### src/svp_pkg.sv
// Functional notes
// RQ1: master switch bypasses or applies all adjustments; the code applies gain, lift and chroma gain but not phase
// RQ2: confirmed unity reset restores neutral; reject keeps
// RQ3: luma gain 0 to 200 percent, 0.1 steps
// RQ4: luma lift -100 to 100 percent, 0.1 steps
// RQ5: chroma gain 0 to 200 percent, 0.1 steps
// RQ6: chroma phase -360 to 360 degrees, 0.1 steps
// RQ7: ganged gain moves luma and chroma equally
// RQ8: 525 input converts to listed 59.94 family outputs
// RQ9: 625 input converts to listed 50 outputs only
// RQ10: pass-through keeps input format and rate
// RQ11: film rates use 3-2 pulldown, else deinterlace
// RQ12: other inputs flag invalid and disable output
// RQ13: 720p half-rate option halves frame rate
// RQ14: PsF option carries 1080 film as segments
// RQ15: interlaced rates are fields, progressive are frames
// RQ16: settings take effect only at frame boundary
package svp_pkg;
   localparam logic [11:0] ADDR_CTRL    = 12'h000;
   localparam logic [11:0] ADDR_LGAIN   = 12'h004;
   localparam logic [11:0] ADDR_LIFT    = 12'h008;
   localparam logic [11:0] ADDR_CGAIN   = 12'h00c;
   localparam logic [11:0] ADDR_PHASE   = 12'h010;
   localparam logic [11:0] ADDR_UNITY   = 12'h014;
   localparam logic [11:0] ADDR_STATUS  = 12'h018;
   // ctrl fields
   localparam int CTRL_PROC_EN  = 0;
   localparam int CTRL_GANG     = 1;
   localparam int CTRL_HALF     = 2;
   localparam int CTRL_PSF      = 3;
   localparam int CTRL_TGT_LSB  = 4;
   localparam int TGT_W         = 3;
   // unity command codes
   localparam logic [1:0] UNITY_YES = 2'h1;
   localparam logic [1:0] UNITY_NO  = 2'h2;
   // gain and lift in 0.1 units
   localparam logic [11:0] GAIN_UNITY = 12'h3e8;
   localparam logic [11:0] GAIN_MAX   = 12'h7d0;
   localparam logic [11:0] LIFT_MAX   = 12'h3e8;
   localparam logic [12:0] PHASE_MAX  = 13'he10;
   localparam logic [31:0] CTRL_RST   = 32'h0000_0001;
   // conversion targets
   typedef enum logic [2:0] {
      TGT_SAME = 3'h0, TGT_720P = 3'h1, TGT_720F = 3'h2, TGT_1080I = 3'h3,
      TGT_1080P = 3'h4, TGT_1080F = 3'h5
   } svp_tgt_t;
   // output formats
   typedef enum logic [3:0] {
      FMT_NONE = 4'h0, FMT_525I = 4'h1, FMT_625I = 4'h2, FMT_720P = 4'h3,
      FMT_1080I = 4'h4, FMT_1080P = 4'h5, FMT_1080PSF = 4'h6
   } svp_fmt_t;
   // rates, field for interlaced and frame for progressive
   typedef enum logic [2:0] {
      RATE_NONE = 3'h0, RATE_5994 = 3'h1, RATE_2997 = 3'h2, RATE_2398 = 3'h3,
      RATE_50 = 3'h4, RATE_25 = 3'h5
   } svp_rate_t;
   // input standard codes from the detector
   localparam logic [1:0] IN_525 = 2'h1;
   localparam logic [1:0] IN_625 = 2'h2;
   typedef enum logic [2:0] {
      ST_IDLE = 3'b001, ST_SETUP = 3'b010, ST_ACCESS = 3'b100
   } svp_bus_t;
endpackage

### src/svp_ctrl.sv
// Local design decisions: the register offsets and the APB interface to the registers.
`timescale 1ns/1ps
module svp_ctrl (
   input  wire logic        pclk,
   input  wire logic        presetn,
   input  wire logic        psel,
   input  wire logic        penable,
   input  wire logic        pwrite,
   input  wire logic [11:0] paddr,
   input  wire logic [31:0] pwdata,
   output logic      [31:0] prdata,
   output logic             pready,
   output logic             pslverr,
   input  wire logic [1:0]  in_std,
   input  wire logic        frame_start,
   input  wire logic        cadence_ok,
   input  wire logic        pix_valid,
   input  wire logic [9:0]  pix_luma,
   input  wire logic [9:0]  pix_cb,
   input  wire logic [9:0]  pix_cr,
   output logic             pix_ready,
   output logic             out_valid,
   input  wire logic        out_ready,
   output logic [9:0]       out_luma,
   output logic [9:0]       out_cb,
   output logic [9:0]       out_cr,
   output logic             out_en,
   output logic             in_invalid,
   output logic [3:0]       out_fmt,
   output logic [2:0]       out_rate,
   output logic             out_pulldown
);
   // shadow registers written by software, plus the registered apb response (prdata, pready, pslverr)
   logic [31:0] ctrl_r, ctrl_nxt;
   logic [11:0] lgain_r, lgain_nxt, cgain_r, cgain_nxt;
   logic [11:0] lift_r, lift_nxt;
   logic [12:0] phase_r, phase_nxt;
   logic [31:0] prdata_r, prdata_nxt;
   logic        pready_r, pready_nxt, pslverr_r, pslverr_nxt;
   // active copies, loaded at frame boundary
   logic        a_en_r, a_en_nxt;
   logic [11:0] a_lg_r, a_lg_nxt, a_cg_r, a_cg_nxt, a_lift_r, a_lift_nxt;
   logic [12:0] a_ph_r, a_ph_nxt;
   logic [3:0]  fmt_r, fmt_nxt;
   logic [2:0]  rate_r, rate_nxt;
   logic        pd_r, pd_nxt, inv_r, inv_nxt, oen_r, oen_nxt;
   // input synchronisers
   logic [1:0]  std_s1, std_s2;
   logic        fs_s1, fs_s2, fs_d, cad_s1, cad_s2;
   // two-slot buffer, at most one word held
   logic [29:0] buf_q [0:1];
   logic [29:0] buf_q_nxt [0:1];
   logic [1:0]  cnt_r, cnt_nxt;
   logic        wsel;
   logic [29:0] proc_word;

   localparam int GAIN_UNITY_W = int'(svp_pkg::GAIN_UNITY);

   // negative sums floor at zero, large ones saturate
   function automatic logic [11:0] clamp12(input logic [31:0] v, input logic [11:0] mx);
      clamp12 = v[31] ? 12'h0 : ((v[11:0] > mx || v[30:12] != 19'h0) ? mx : v[11:0]);
   endfunction

   function automatic logic [9:0] gain10(input logic [9:0] x, input logic [11:0] g);
      logic [21:0] p;
      p = ({12'h0, x} * {10'h0, g}) / 22'(GAIN_UNITY_W);
      gain10 = (p > 22'h3ff) ? 10'h3ff : p[9:0];
   endfunction

   always_ff @(posedge pclk or negedge presetn) begin
      if (!presetn) begin
         std_s1 <= 2'h0;
         std_s2 <= 2'h0;
         fs_s1  <= 1'b0;
         fs_s2  <= 1'b0;
         fs_d   <= 1'b0;
         cad_s1 <= 1'b0;
         cad_s2 <= 1'b0;
      end else begin
         std_s1 <= in_std;
         std_s2 <= std_s1;
         fs_s1  <= frame_start;
         fs_s2  <= fs_s1;
         fs_d   <= fs_s2;
         cad_s1 <= cadence_ok;
         cad_s2 <= cad_s1;
      end
   end

   logic frame_edge;
   assign frame_edge = fs_s2 & ~fs_d;

   // apb slave, one wait-free access phase
   logic wr_acc, rd_acc;
   assign wr_acc = psel & penable & pwrite;
   assign rd_acc = psel & ~penable & ~pwrite;

   always_comb begin
      ctrl_nxt    = ctrl_r;
      lgain_nxt   = lgain_r;
      cgain_nxt   = cgain_r;
      lift_nxt    = lift_r;
      phase_nxt   = phase_r;
      prdata_nxt  = prdata_r;
      pready_nxt  = psel & ~penable;
      pslverr_nxt = 1'b0;
      if (psel & ~penable) begin
         if (paddr == svp_pkg::ADDR_CTRL) begin
            prdata_nxt = ctrl_r;
         end else if (paddr == svp_pkg::ADDR_LGAIN) begin
            prdata_nxt = {20'h0, lgain_r};
         end else if (paddr == svp_pkg::ADDR_LIFT) begin
            prdata_nxt = {{20{lift_r[11]}}, lift_r};
         end else if (paddr == svp_pkg::ADDR_CGAIN) begin
            prdata_nxt = {20'h0, cgain_r};
         end else if (paddr == svp_pkg::ADDR_PHASE) begin
            prdata_nxt = {{19{phase_r[12]}}, phase_r};
         end else if (paddr == svp_pkg::ADDR_UNITY) begin
            prdata_nxt = 32'h0;
         end else if (paddr == svp_pkg::ADDR_STATUS) begin
            prdata_nxt = {21'h0, pd_r, rate_r, fmt_r, inv_r, oen_r, a_en_r};
         end else begin
            prdata_nxt  = 32'h0;
            pslverr_nxt = 1'b1;
         end
         if (rd_acc == 1'b0 && paddr == svp_pkg::ADDR_STATUS) begin
            pslverr_nxt = 1'b1;
         end
      end
      if (wr_acc) begin
         if (paddr == svp_pkg::ADDR_CTRL) begin
            ctrl_nxt = pwdata;
         end else if (paddr == svp_pkg::ADDR_LGAIN) begin
            lgain_nxt = clamp12(pwdata, svp_pkg::GAIN_MAX); // RQ3
            if (ctrl_r[svp_pkg::CTRL_GANG]) begin
               cgain_nxt = 12'(clamp12(32'(cgain_r) + pwdata - 32'(lgain_r), svp_pkg::GAIN_MAX)); // RQ7
            end
         end else if (paddr == svp_pkg::ADDR_CGAIN) begin
            cgain_nxt = clamp12(pwdata, svp_pkg::GAIN_MAX); // RQ5
            if (ctrl_r[svp_pkg::CTRL_GANG]) begin
               lgain_nxt = 12'(clamp12(32'(lgain_r) + pwdata - 32'(cgain_r), svp_pkg::GAIN_MAX)); // RQ7
            end
         end else if (paddr == svp_pkg::ADDR_LIFT) begin
            if ($signed(pwdata) > $signed({20'h0, svp_pkg::LIFT_MAX})) begin
               lift_nxt = svp_pkg::LIFT_MAX; // RQ4
            end else if ($signed(pwdata) < -$signed({20'h0, svp_pkg::LIFT_MAX})) begin
               lift_nxt = 12'(-svp_pkg::LIFT_MAX);
            end else begin
               lift_nxt = pwdata[11:0];
            end
         end else if (paddr == svp_pkg::ADDR_PHASE) begin
            if ($signed(pwdata) > $signed({19'h0, svp_pkg::PHASE_MAX})) begin
               phase_nxt = svp_pkg::PHASE_MAX; // RQ6
            end else if ($signed(pwdata) < -$signed({19'h0, svp_pkg::PHASE_MAX})) begin
               phase_nxt = 13'(-svp_pkg::PHASE_MAX);
            end else begin
               phase_nxt = pwdata[12:0];
            end
         end else if (paddr == svp_pkg::ADDR_UNITY) begin
            if (pwdata[1:0] == svp_pkg::UNITY_YES) begin
               lgain_nxt = svp_pkg::GAIN_UNITY; // RQ2
               cgain_nxt = svp_pkg::GAIN_UNITY;
               lift_nxt  = 12'h0;
               phase_nxt = 13'h0;
            end
         end
      end
   end

   always_ff @(posedge pclk or negedge presetn) begin
      if (!presetn) begin
         ctrl_r    <= svp_pkg::CTRL_RST;
         lgain_r   <= svp_pkg::GAIN_UNITY;
         cgain_r   <= svp_pkg::GAIN_UNITY;
         lift_r    <= 12'h0;
         phase_r   <= 13'h0;
         prdata_r  <= 32'h0;
         pready_r  <= 1'b0;
         pslverr_r <= 1'b0;
      end else begin
         ctrl_r    <= ctrl_nxt;
         lgain_r   <= lgain_nxt;
         cgain_r   <= cgain_nxt;
         lift_r    <= lift_nxt;
         phase_r   <= phase_nxt;
         prdata_r  <= prdata_nxt;
         pready_r  <= pready_nxt;
         pslverr_r <= pslverr_nxt;
      end
   end

   // format selection and frame-boundary update
   always_comb begin
      logic [2:0] tgt;
      logic       is525;
      tgt        = ctrl_r[svp_pkg::CTRL_TGT_LSB +: svp_pkg::TGT_W];
      is525      = (std_s2 == svp_pkg::IN_525);
      a_en_nxt   = a_en_r;
      a_lg_nxt   = a_lg_r;
      a_cg_nxt   = a_cg_r;
      a_lift_nxt = a_lift_r;
      a_ph_nxt   = a_ph_r;
      fmt_nxt    = fmt_r;
      rate_nxt   = rate_r;
      pd_nxt     = pd_r;
      inv_nxt    = inv_r;
      oen_nxt    = oen_r;
      if (frame_edge) begin
         a_en_nxt   = ctrl_r[svp_pkg::CTRL_PROC_EN]; // RQ16
         a_lg_nxt   = lgain_r;
         a_cg_nxt   = cgain_r;
         a_lift_nxt = lift_r;
         a_ph_nxt   = phase_r;
         pd_nxt     = 1'b0;
         inv_nxt    = 1'b0;
         oen_nxt    = 1'b1;
         fmt_nxt    = svp_pkg::FMT_NONE;
         rate_nxt   = svp_pkg::RATE_NONE;
         if (std_s2 != svp_pkg::IN_525 && std_s2 != svp_pkg::IN_625) begin
            inv_nxt = 1'b1; // RQ12
            oen_nxt = 1'b0;
         end else begin
            case (tgt)
               svp_pkg::TGT_SAME: begin
                  fmt_nxt  = is525 ? svp_pkg::FMT_525I : svp_pkg::FMT_625I; // RQ10
                  rate_nxt = is525 ? svp_pkg::RATE_5994 : svp_pkg::RATE_50;
               end
               svp_pkg::TGT_720P: begin
                  fmt_nxt = svp_pkg::FMT_720P; // RQ8 RQ9
                  if (ctrl_r[svp_pkg::CTRL_HALF]) begin
                     rate_nxt = is525 ? svp_pkg::RATE_2997 : svp_pkg::RATE_25; // RQ13
                  end else begin
                     rate_nxt = is525 ? svp_pkg::RATE_5994 : svp_pkg::RATE_50;
                  end
               end
               svp_pkg::TGT_1080I: begin
                  fmt_nxt  = svp_pkg::FMT_1080I; // RQ15
                  rate_nxt = is525 ? svp_pkg::RATE_5994 : svp_pkg::RATE_50;
               end
               svp_pkg::TGT_1080P: begin
                  fmt_nxt  = svp_pkg::FMT_1080P;
                  rate_nxt = is525 ? svp_pkg::RATE_2997 : svp_pkg::RATE_25;
               end
               svp_pkg::TGT_720F, svp_pkg::TGT_1080F: begin
                  if (is525) begin
                     rate_nxt = svp_pkg::RATE_2398;
                     pd_nxt   = cad_s2; // RQ11
                     if (tgt == svp_pkg::TGT_720F) begin
                        fmt_nxt = svp_pkg::FMT_720P;
                     end else if (ctrl_r[svp_pkg::CTRL_PSF]) begin
                        fmt_nxt = svp_pkg::FMT_1080PSF; // RQ14
                     end else begin
                        fmt_nxt = svp_pkg::FMT_1080P;
                     end
                  end else begin
                     inv_nxt = 1'b1; // RQ9
                     oen_nxt = 1'b0;
                  end
               end
               default: begin
                  inv_nxt = 1'b1;
                  oen_nxt = 1'b0;
               end
            endcase
         end
      end
   end

   always_ff @(posedge pclk or negedge presetn) begin
      if (!presetn) begin
         a_en_r   <= 1'b0;
         a_lg_r   <= svp_pkg::GAIN_UNITY;
         a_cg_r   <= svp_pkg::GAIN_UNITY;
         a_lift_r <= 12'h0;
         a_ph_r   <= 13'h0;
         fmt_r    <= svp_pkg::FMT_NONE;
         rate_r   <= svp_pkg::RATE_NONE;
         pd_r     <= 1'b0;
         inv_r    <= 1'b0;
         oen_r    <= 1'b0;
      end else begin
         a_en_r   <= a_en_nxt;
         a_lg_r   <= a_lg_nxt;
         a_cg_r   <= a_cg_nxt;
         a_lift_r <= a_lift_nxt;
         a_ph_r   <= a_ph_nxt;
         fmt_r    <= fmt_nxt;
         rate_r   <= rate_nxt;
         pd_r     <= pd_nxt;
         inv_r    <= inv_nxt;
         oen_r    <= oen_nxt;
      end
   end

   // pixel path: gain, lift, chroma gain; phase needs sin/cos, left to scaler
   always_comb begin
      logic [9:0]  y, cb, cr;
      logic [12:0] yl;
      y  = gain10(pix_luma, a_lg_r); // RQ3
      yl = 13'({3'h0, y}) + 13'({a_lift_r[11], a_lift_r}); // RQ4
      y  = yl[12] ? 10'h0 : (yl > 13'h3ff ? 10'h3ff : yl[9:0]);
      cb = gain10(pix_cb, a_cg_r); // RQ5
      cr = gain10(pix_cr, a_cg_r);
      if (a_en_r) begin
         proc_word = {y, cb, cr}; // RQ1
      end else begin
         proc_word = {pix_luma, pix_cb, pix_cr};
      end
   end

   // buffer holds at most one word, stall via pix_ready while it holds one
   logic push, pop;
   assign push = pix_valid & pix_ready & oen_r;
   assign pop  = out_valid & out_ready;
   assign wsel = (cnt_r == 2'h0 || (cnt_r == 2'h1 && pop)) ? 1'b0 : 1'b1;

   always_comb begin
      buf_q_nxt[0] = buf_q[0];
      buf_q_nxt[1] = buf_q[1];
      cnt_nxt      = cnt_r;
      if (pop) begin
         buf_q_nxt[0] = buf_q[1];
      end
      if (push) begin
         buf_q_nxt[wsel] = proc_word;
      end
      cnt_nxt = cnt_r + 2'(push) - 2'(pop);
   end

   logic pix_ready_r;
   logic out_valid_r;
   always_ff @(posedge pclk or negedge presetn) begin
      if (!presetn) begin
         buf_q[0]    <= 30'h0;
         buf_q[1]    <= 30'h0;
         cnt_r       <= 2'h0;
         pix_ready_r <= 1'b0;
         out_valid_r <= 1'b0;
      end else begin
         buf_q[0]    <= buf_q_nxt[0];
         buf_q[1]    <= buf_q_nxt[1];
         cnt_r       <= cnt_nxt;
         pix_ready_r <= (cnt_nxt == 2'h0);
         out_valid_r <= (cnt_nxt != 2'h0);
      end
   end

   assign pix_ready    = pix_ready_r;
   assign out_valid    = out_valid_r;
   assign out_luma     = buf_q[0][29:20];
   assign out_cb       = buf_q[0][19:10];
   assign out_cr       = buf_q[0][9:0];
   assign prdata       = prdata_r;
   assign pready       = pready_r;
   assign pslverr      = pslverr_r;
   assign out_en       = oen_r;
   assign in_invalid   = inv_r;
   assign out_fmt      = fmt_r;
   assign out_rate     = rate_r;
   assign out_pulldown = pd_r;
endmodule // svp_ctrl

### config.mk
export PLATFORM = sky130hd
export DESIGN_NAME = svp_ctrl
export DESIGN_NICKNAME = d
export VERILOG_FILES = /design/src/svp_pkg.sv /design/src/svp_ctrl.sv
export SDC_FILE = /design/constraint.sdc
export NUM_CORES = 2
export LEC_CHECK = 0
export BUFFER_PORTS_ARGS = -buffer_cell sky130_fd_sc_hd__buf_2
export CORE_MARGIN = 2
export CORE_UTILIZATION = 63
export DETAILED_ROUTE_END_ITERATION = 10
export PLACE_DENSITY = 0.81
export SETUP_SLACK_MARGIN = 0.15
export SLEW_MARGIN = 20
export SYNTH_ARGS = -nofsm -noshare
export SYNTH_HDL_FRONTEND = slang
export SYNTH_SLANG_ARGS = --single-unit
### constraint.sdc
create_clock -name pclk -period 27.5 [get_ports pclk]
set_input_delay 5.5 -clock pclk [delete_from_list [all_inputs] [get_ports pclk]]
set_output_delay 5.5 -clock pclk [all_outputs]
set_load 0.005 [all_outputs]
# Word level (Yosys, flattened, before mapping)
# Index checks and enable logic that the tools add are counted.
# classes
addsub	7
mul	3
n_div	3
n_lt_le_gt_ge	13
n_eq_ne	21
n_mux	76
bitwise	17
n_reduce_logical	30
# ops
cell	n
two-way mux 12 bit	22
two-way mux 32 bit	5
two-way mux 30 bit	3
divider 22 x 10 -> 22 bit (second input constant)	3
greater-than comparator 22 x 10 -> 1 bit (second input constant)	3
multiplier 10 x 12 -> 22 bit	3
two-way mux 13 bit	5
adder 12 x 32 -> 32 bit	2
subtractor 32 x 12 -> 32 bit	2
bitwise mux 60 bit	1
two-way mux 60 bit	1
nonzero test 19 bit	3
two-way mux 10 bit	5
equality test 12 x 5 -> 1 bit (second input constant)	3
greater-than comparator 12 x 11 -> 1 bit (second input constant)	3
greater-than comparator 32 x 11 -> 1 bit (second input constant)	1
greater-than comparator 32 x 13 -> 1 bit (second input constant)	1
< comparator 32 x 11 -> 1 bit (second input constant)	1
< comparator 32 x 13 -> 1 bit (second input constant)	1
demux 30 bit (select 1 bit)	1
AND reduction 7 bit	4
equality test 12 x 4 -> 1 bit (second input constant)	2
two-way mux 11 bit	2
two-way mux 3 bit	7
other kinds (33)	86
# totals
register_bits	235
input_bits	85
out_inout_bits	76
elab_cells	199

# Logic depth before layout (Yosys ltp)
# logic_depth
ltp_word	11
ltp_mapped	68
depth_no_buf	61

# Worst setup path after synthesis
# Ideal clock, no wire load.
# synth_timing
path_kind	input to register
from	input port pix_luma[3]
to	register (tool-made name)
setup_time_ps	64
t_arrival_ps	20294
required_ps	27436
path_slack_ps	7141
cell_stages	62
path_buffers	3
path_cell_list	clkbuf_1 nand2_1 fa_1 inv_1 fa_1 inv_1 fa_1 inv_1 fa_1 fa_1 ha_1 a211oi_2 nand2_1 o211a_4 a21o_2 xor2_2 and4_1 buf_6 [... 26 more ...] o2111ai_1 ha_1 fa_1 nand3_1 nand2_1 nand3_1 nand2_1 a21o_1 a21oi_1 nor2b_1 o21a_1 nor2b_1 o21ai_0 nand2_1 a21oi_1 o21ai_0 a21oi_1 a21o_1
# synth_rtl
item	line	source
from (decl)	svp_ctrl.sv:18	input wire logic [9:0] pix_luma,

==> run_results.csv <==
group,metric,value,unit
cells_and_area,ff_latch_area,5890,um^2
yosys,synth_largest_area_cell,"dfrtp_1",
run_status,run_status,"complete, no violations",
cells_and_area,finish.utilization,66.5,%
clocking,cts.repair.resized,0,
cells_and_area,final.fill_count,4815,
cells_and_area,multi_input_area,27900,um^2
cells_and_area,num-nets-final,5076,
setup_path,cp_slowest_cell,"xnor2_1",
placed_design,place_hpwl,77800,um
yosys,postSynthNetCount,5117,
placed_design,place.gp.congestion,0.954,
setup_path,slowest_delay,0.73,ns
timing,grt_setup_unrepaired,"no",
clocking,cts_inserted_buffers,27,
timing,max_freq,44.7,MHz
setup_path,critical_path_required,27.99,ns
cells_and_area,area_growth,5.10,%
cells_and_area,layout-drive-gt1-share,10.1,%
clocking,cts_tree,"built",
timing,worst-slew-pin-transition,1.10,ns
yosys,ys_top_cells_by_count,"594 x nand2_1, 377 x inv_1, 281 x a21oi_1, 262 x ha_1, 259 x fa_1",
yosys,synth.most_common_cell,"nand2_1",
setup_path,worst-endpoint-arrival,22.88,ns
timing,finClkSkew,0.0302,ns
route,drtAntennaViolNets,0,
die,site_rows,88,
timing,layout_min_cycle_time,22.39,ns
yosys,synth.top_cells.by_area,"dfrtp_1 14%, fa_1 14%, ha_1 9.0%",
yosys,postSynthAreaPerCell,8.05,um^2
clocking,clk-insertion-delay-late,0.60,ns
global_routing,grt.overflow.total,0,
yosys,synth_seq_area_share,16.2,%
global_routing,grt_pass1_vias,32300,
route,drt_pre_antenna_iters,6,
setup_path,worstSetupPathType,"in2reg",
setup_path,worstSetupStartpointType,"primary input",
die,die-width,244,um
timing,fin_tns_setup,0,ns
placed_design,placed_cell_area,37100,um^2
clocking,cts_root_buf,"clkbuf_16",
yosys,syn_area,36300,um^2
yosys,synth-edff-count,0,
timing,max_slew_margin,26.8,%
yosys,async_flop_share,100,%
clocking,cts_max_level,1,
global_routing,grt_pass1_wl,167000,um
die,design.die.area,59600,um^2
clocking,post-cts-setup-buffers,0,
timing,holdWs,0.350,ns
route,wl,102000,um
route,detail_route.wl_per_cell,19.4,um
timing,finalHoldViolations,0,
clocking,cts.clk_slew.worst_paths,0.06,ns
die,initial_util,63.3,%
die,floorplan.core_area,57400,um^2
timing,setup_violations,0,
setup_path,worst_setup_path_end_kind,"flip-flop",
clocking,max-clock-path-buffers,3,
yosys,synth_top_area_share,14.4,%
route,avg_vias_per_cell,6.45,
yosys,dominantRegCellSynth,"dfrtp_1",
route,first_iter_violations,3080,
setup_path,critical_path.max_fanout,18,
die,floorplan.die.height,244,um
global_routing,maximum_number_of_pins_on_one_net_before_global_route_repair,100,
clocking,cts_num_sinks,234,
hold_path,min_path_type,"reg2reg",
setup_path,critPathMostFrequentCell,"fa_1",
yosys,post_synth_cell_types,132,
clocking,postCtsHoldBufs,0,
global_routing,antenna_violations_before_repair,5,
die,design.portCount,161,
yosys,synthCells,4511,
route,drc_errors,0,
cells_and_area,final_design_area_no_fill,38200,um^2
route,via_total_after_detailed_routing,33900,
global_routing,groute.usage.overall,33.8,%
yosys,number_of_synthesized_register_bits,234,
run,maximum_capacitance_violations,0,
yosys,synth.yosys.warnings,0,
timing,timing_max_transition_violations_final,0,
timing,layout_worst_path_cycle_share,81.4,%
placed_design,placement.io_buffers,159,
-- kinds of logic after synthesis --
kind of cell    after synthesis  synth area share, %
simple gates               1525                 20.3
compound gates             1280                 24.6
buf+inv                     629                 7.04
fa+ha+maj                   525                 23.4
flops                       234                 16.2
xor+xnor                    214                 5.29
mux                         103                 3.05
other cells                   1               0.0103
-- cell usage in the layout (no fill, tap or decap), drive strengths merged, types with 53 or more instances in the layout --
cell type	synthesis	layout
a21o	61	61
a31oi	57	57
ha	262	262
and2	225	225
o21ai	267	267
nor2	244	244
xnor2	161	161
xor2	53	53
nand2	596	596
fa	259	259
a211oi	92	92
nor3	89	89
nand3	108	108
dfrtp	209	209
inv	377	382
a21oi	289	289
buf	65	182
-- metal layers --
layer	vias up	GRT usage [%]	share of wire [%]
li1	15900	-	-
met1	16400	47.2	43
met2	1468	53.7	45
met3	244	5.52	8.6
met4	0	10.9	3.3
met5	-	0	0
-- area by class of cell --
class	count	share of cell area, %
Inverter	377	3.71
Timing Repair Buffer	182	2.56
Clock buffer	29	1.84
Multi-Input combinational cell	3648	73.1
Antenna cell	5	0.0328
Sequential cell	234	15.4
Clock inverter	21	0.813
Tap cell	765	2.51
-- critical path: cells and delay by family --
kind,cells,cell delay [ns]
adders and majority gates,8,3.63
AOI/OAI and AO/OA,28,7.05
xor gates and xnor gates,3,1.89
and+or+nand+nor,15,3.20
buffers and inverters,3,0.55
muxes,3,1.04
-- through the flow --
step | setup WS, ns | std cells
3_5_place_dp | 5.01 | 5206
6_report | 5.11 | 5261
2_1_floorplan | 7.14 | 4511
3_3_place_gp | 5.38 | 5206
4_1_cts | 5.44 | 5256
5_1_grt | 3.95 | 5261
-- final timing paths --
path                             start     endpoint  slack, ns  cells past startpoint
setup / recovery           pix_luma[9]  out_luma[5]       5.11                     60
hold / removal                  cad_s1       cad_s2       0.35                      0
setup reg to reg             a_lg_r[5]  out_luma[5]       9.52                     61
hold reg to reg                 cad_s1       cad_s2       0.35                      0
max in group asynchronous      presetn    out_cb[0]      21.08                      2
min in group asynchronous      presetn    out_cr[2]       4.92                      1
Power is not shown: default switching activity piles up to over one toggle a cycle in this logic, so the estimate is an artifact.
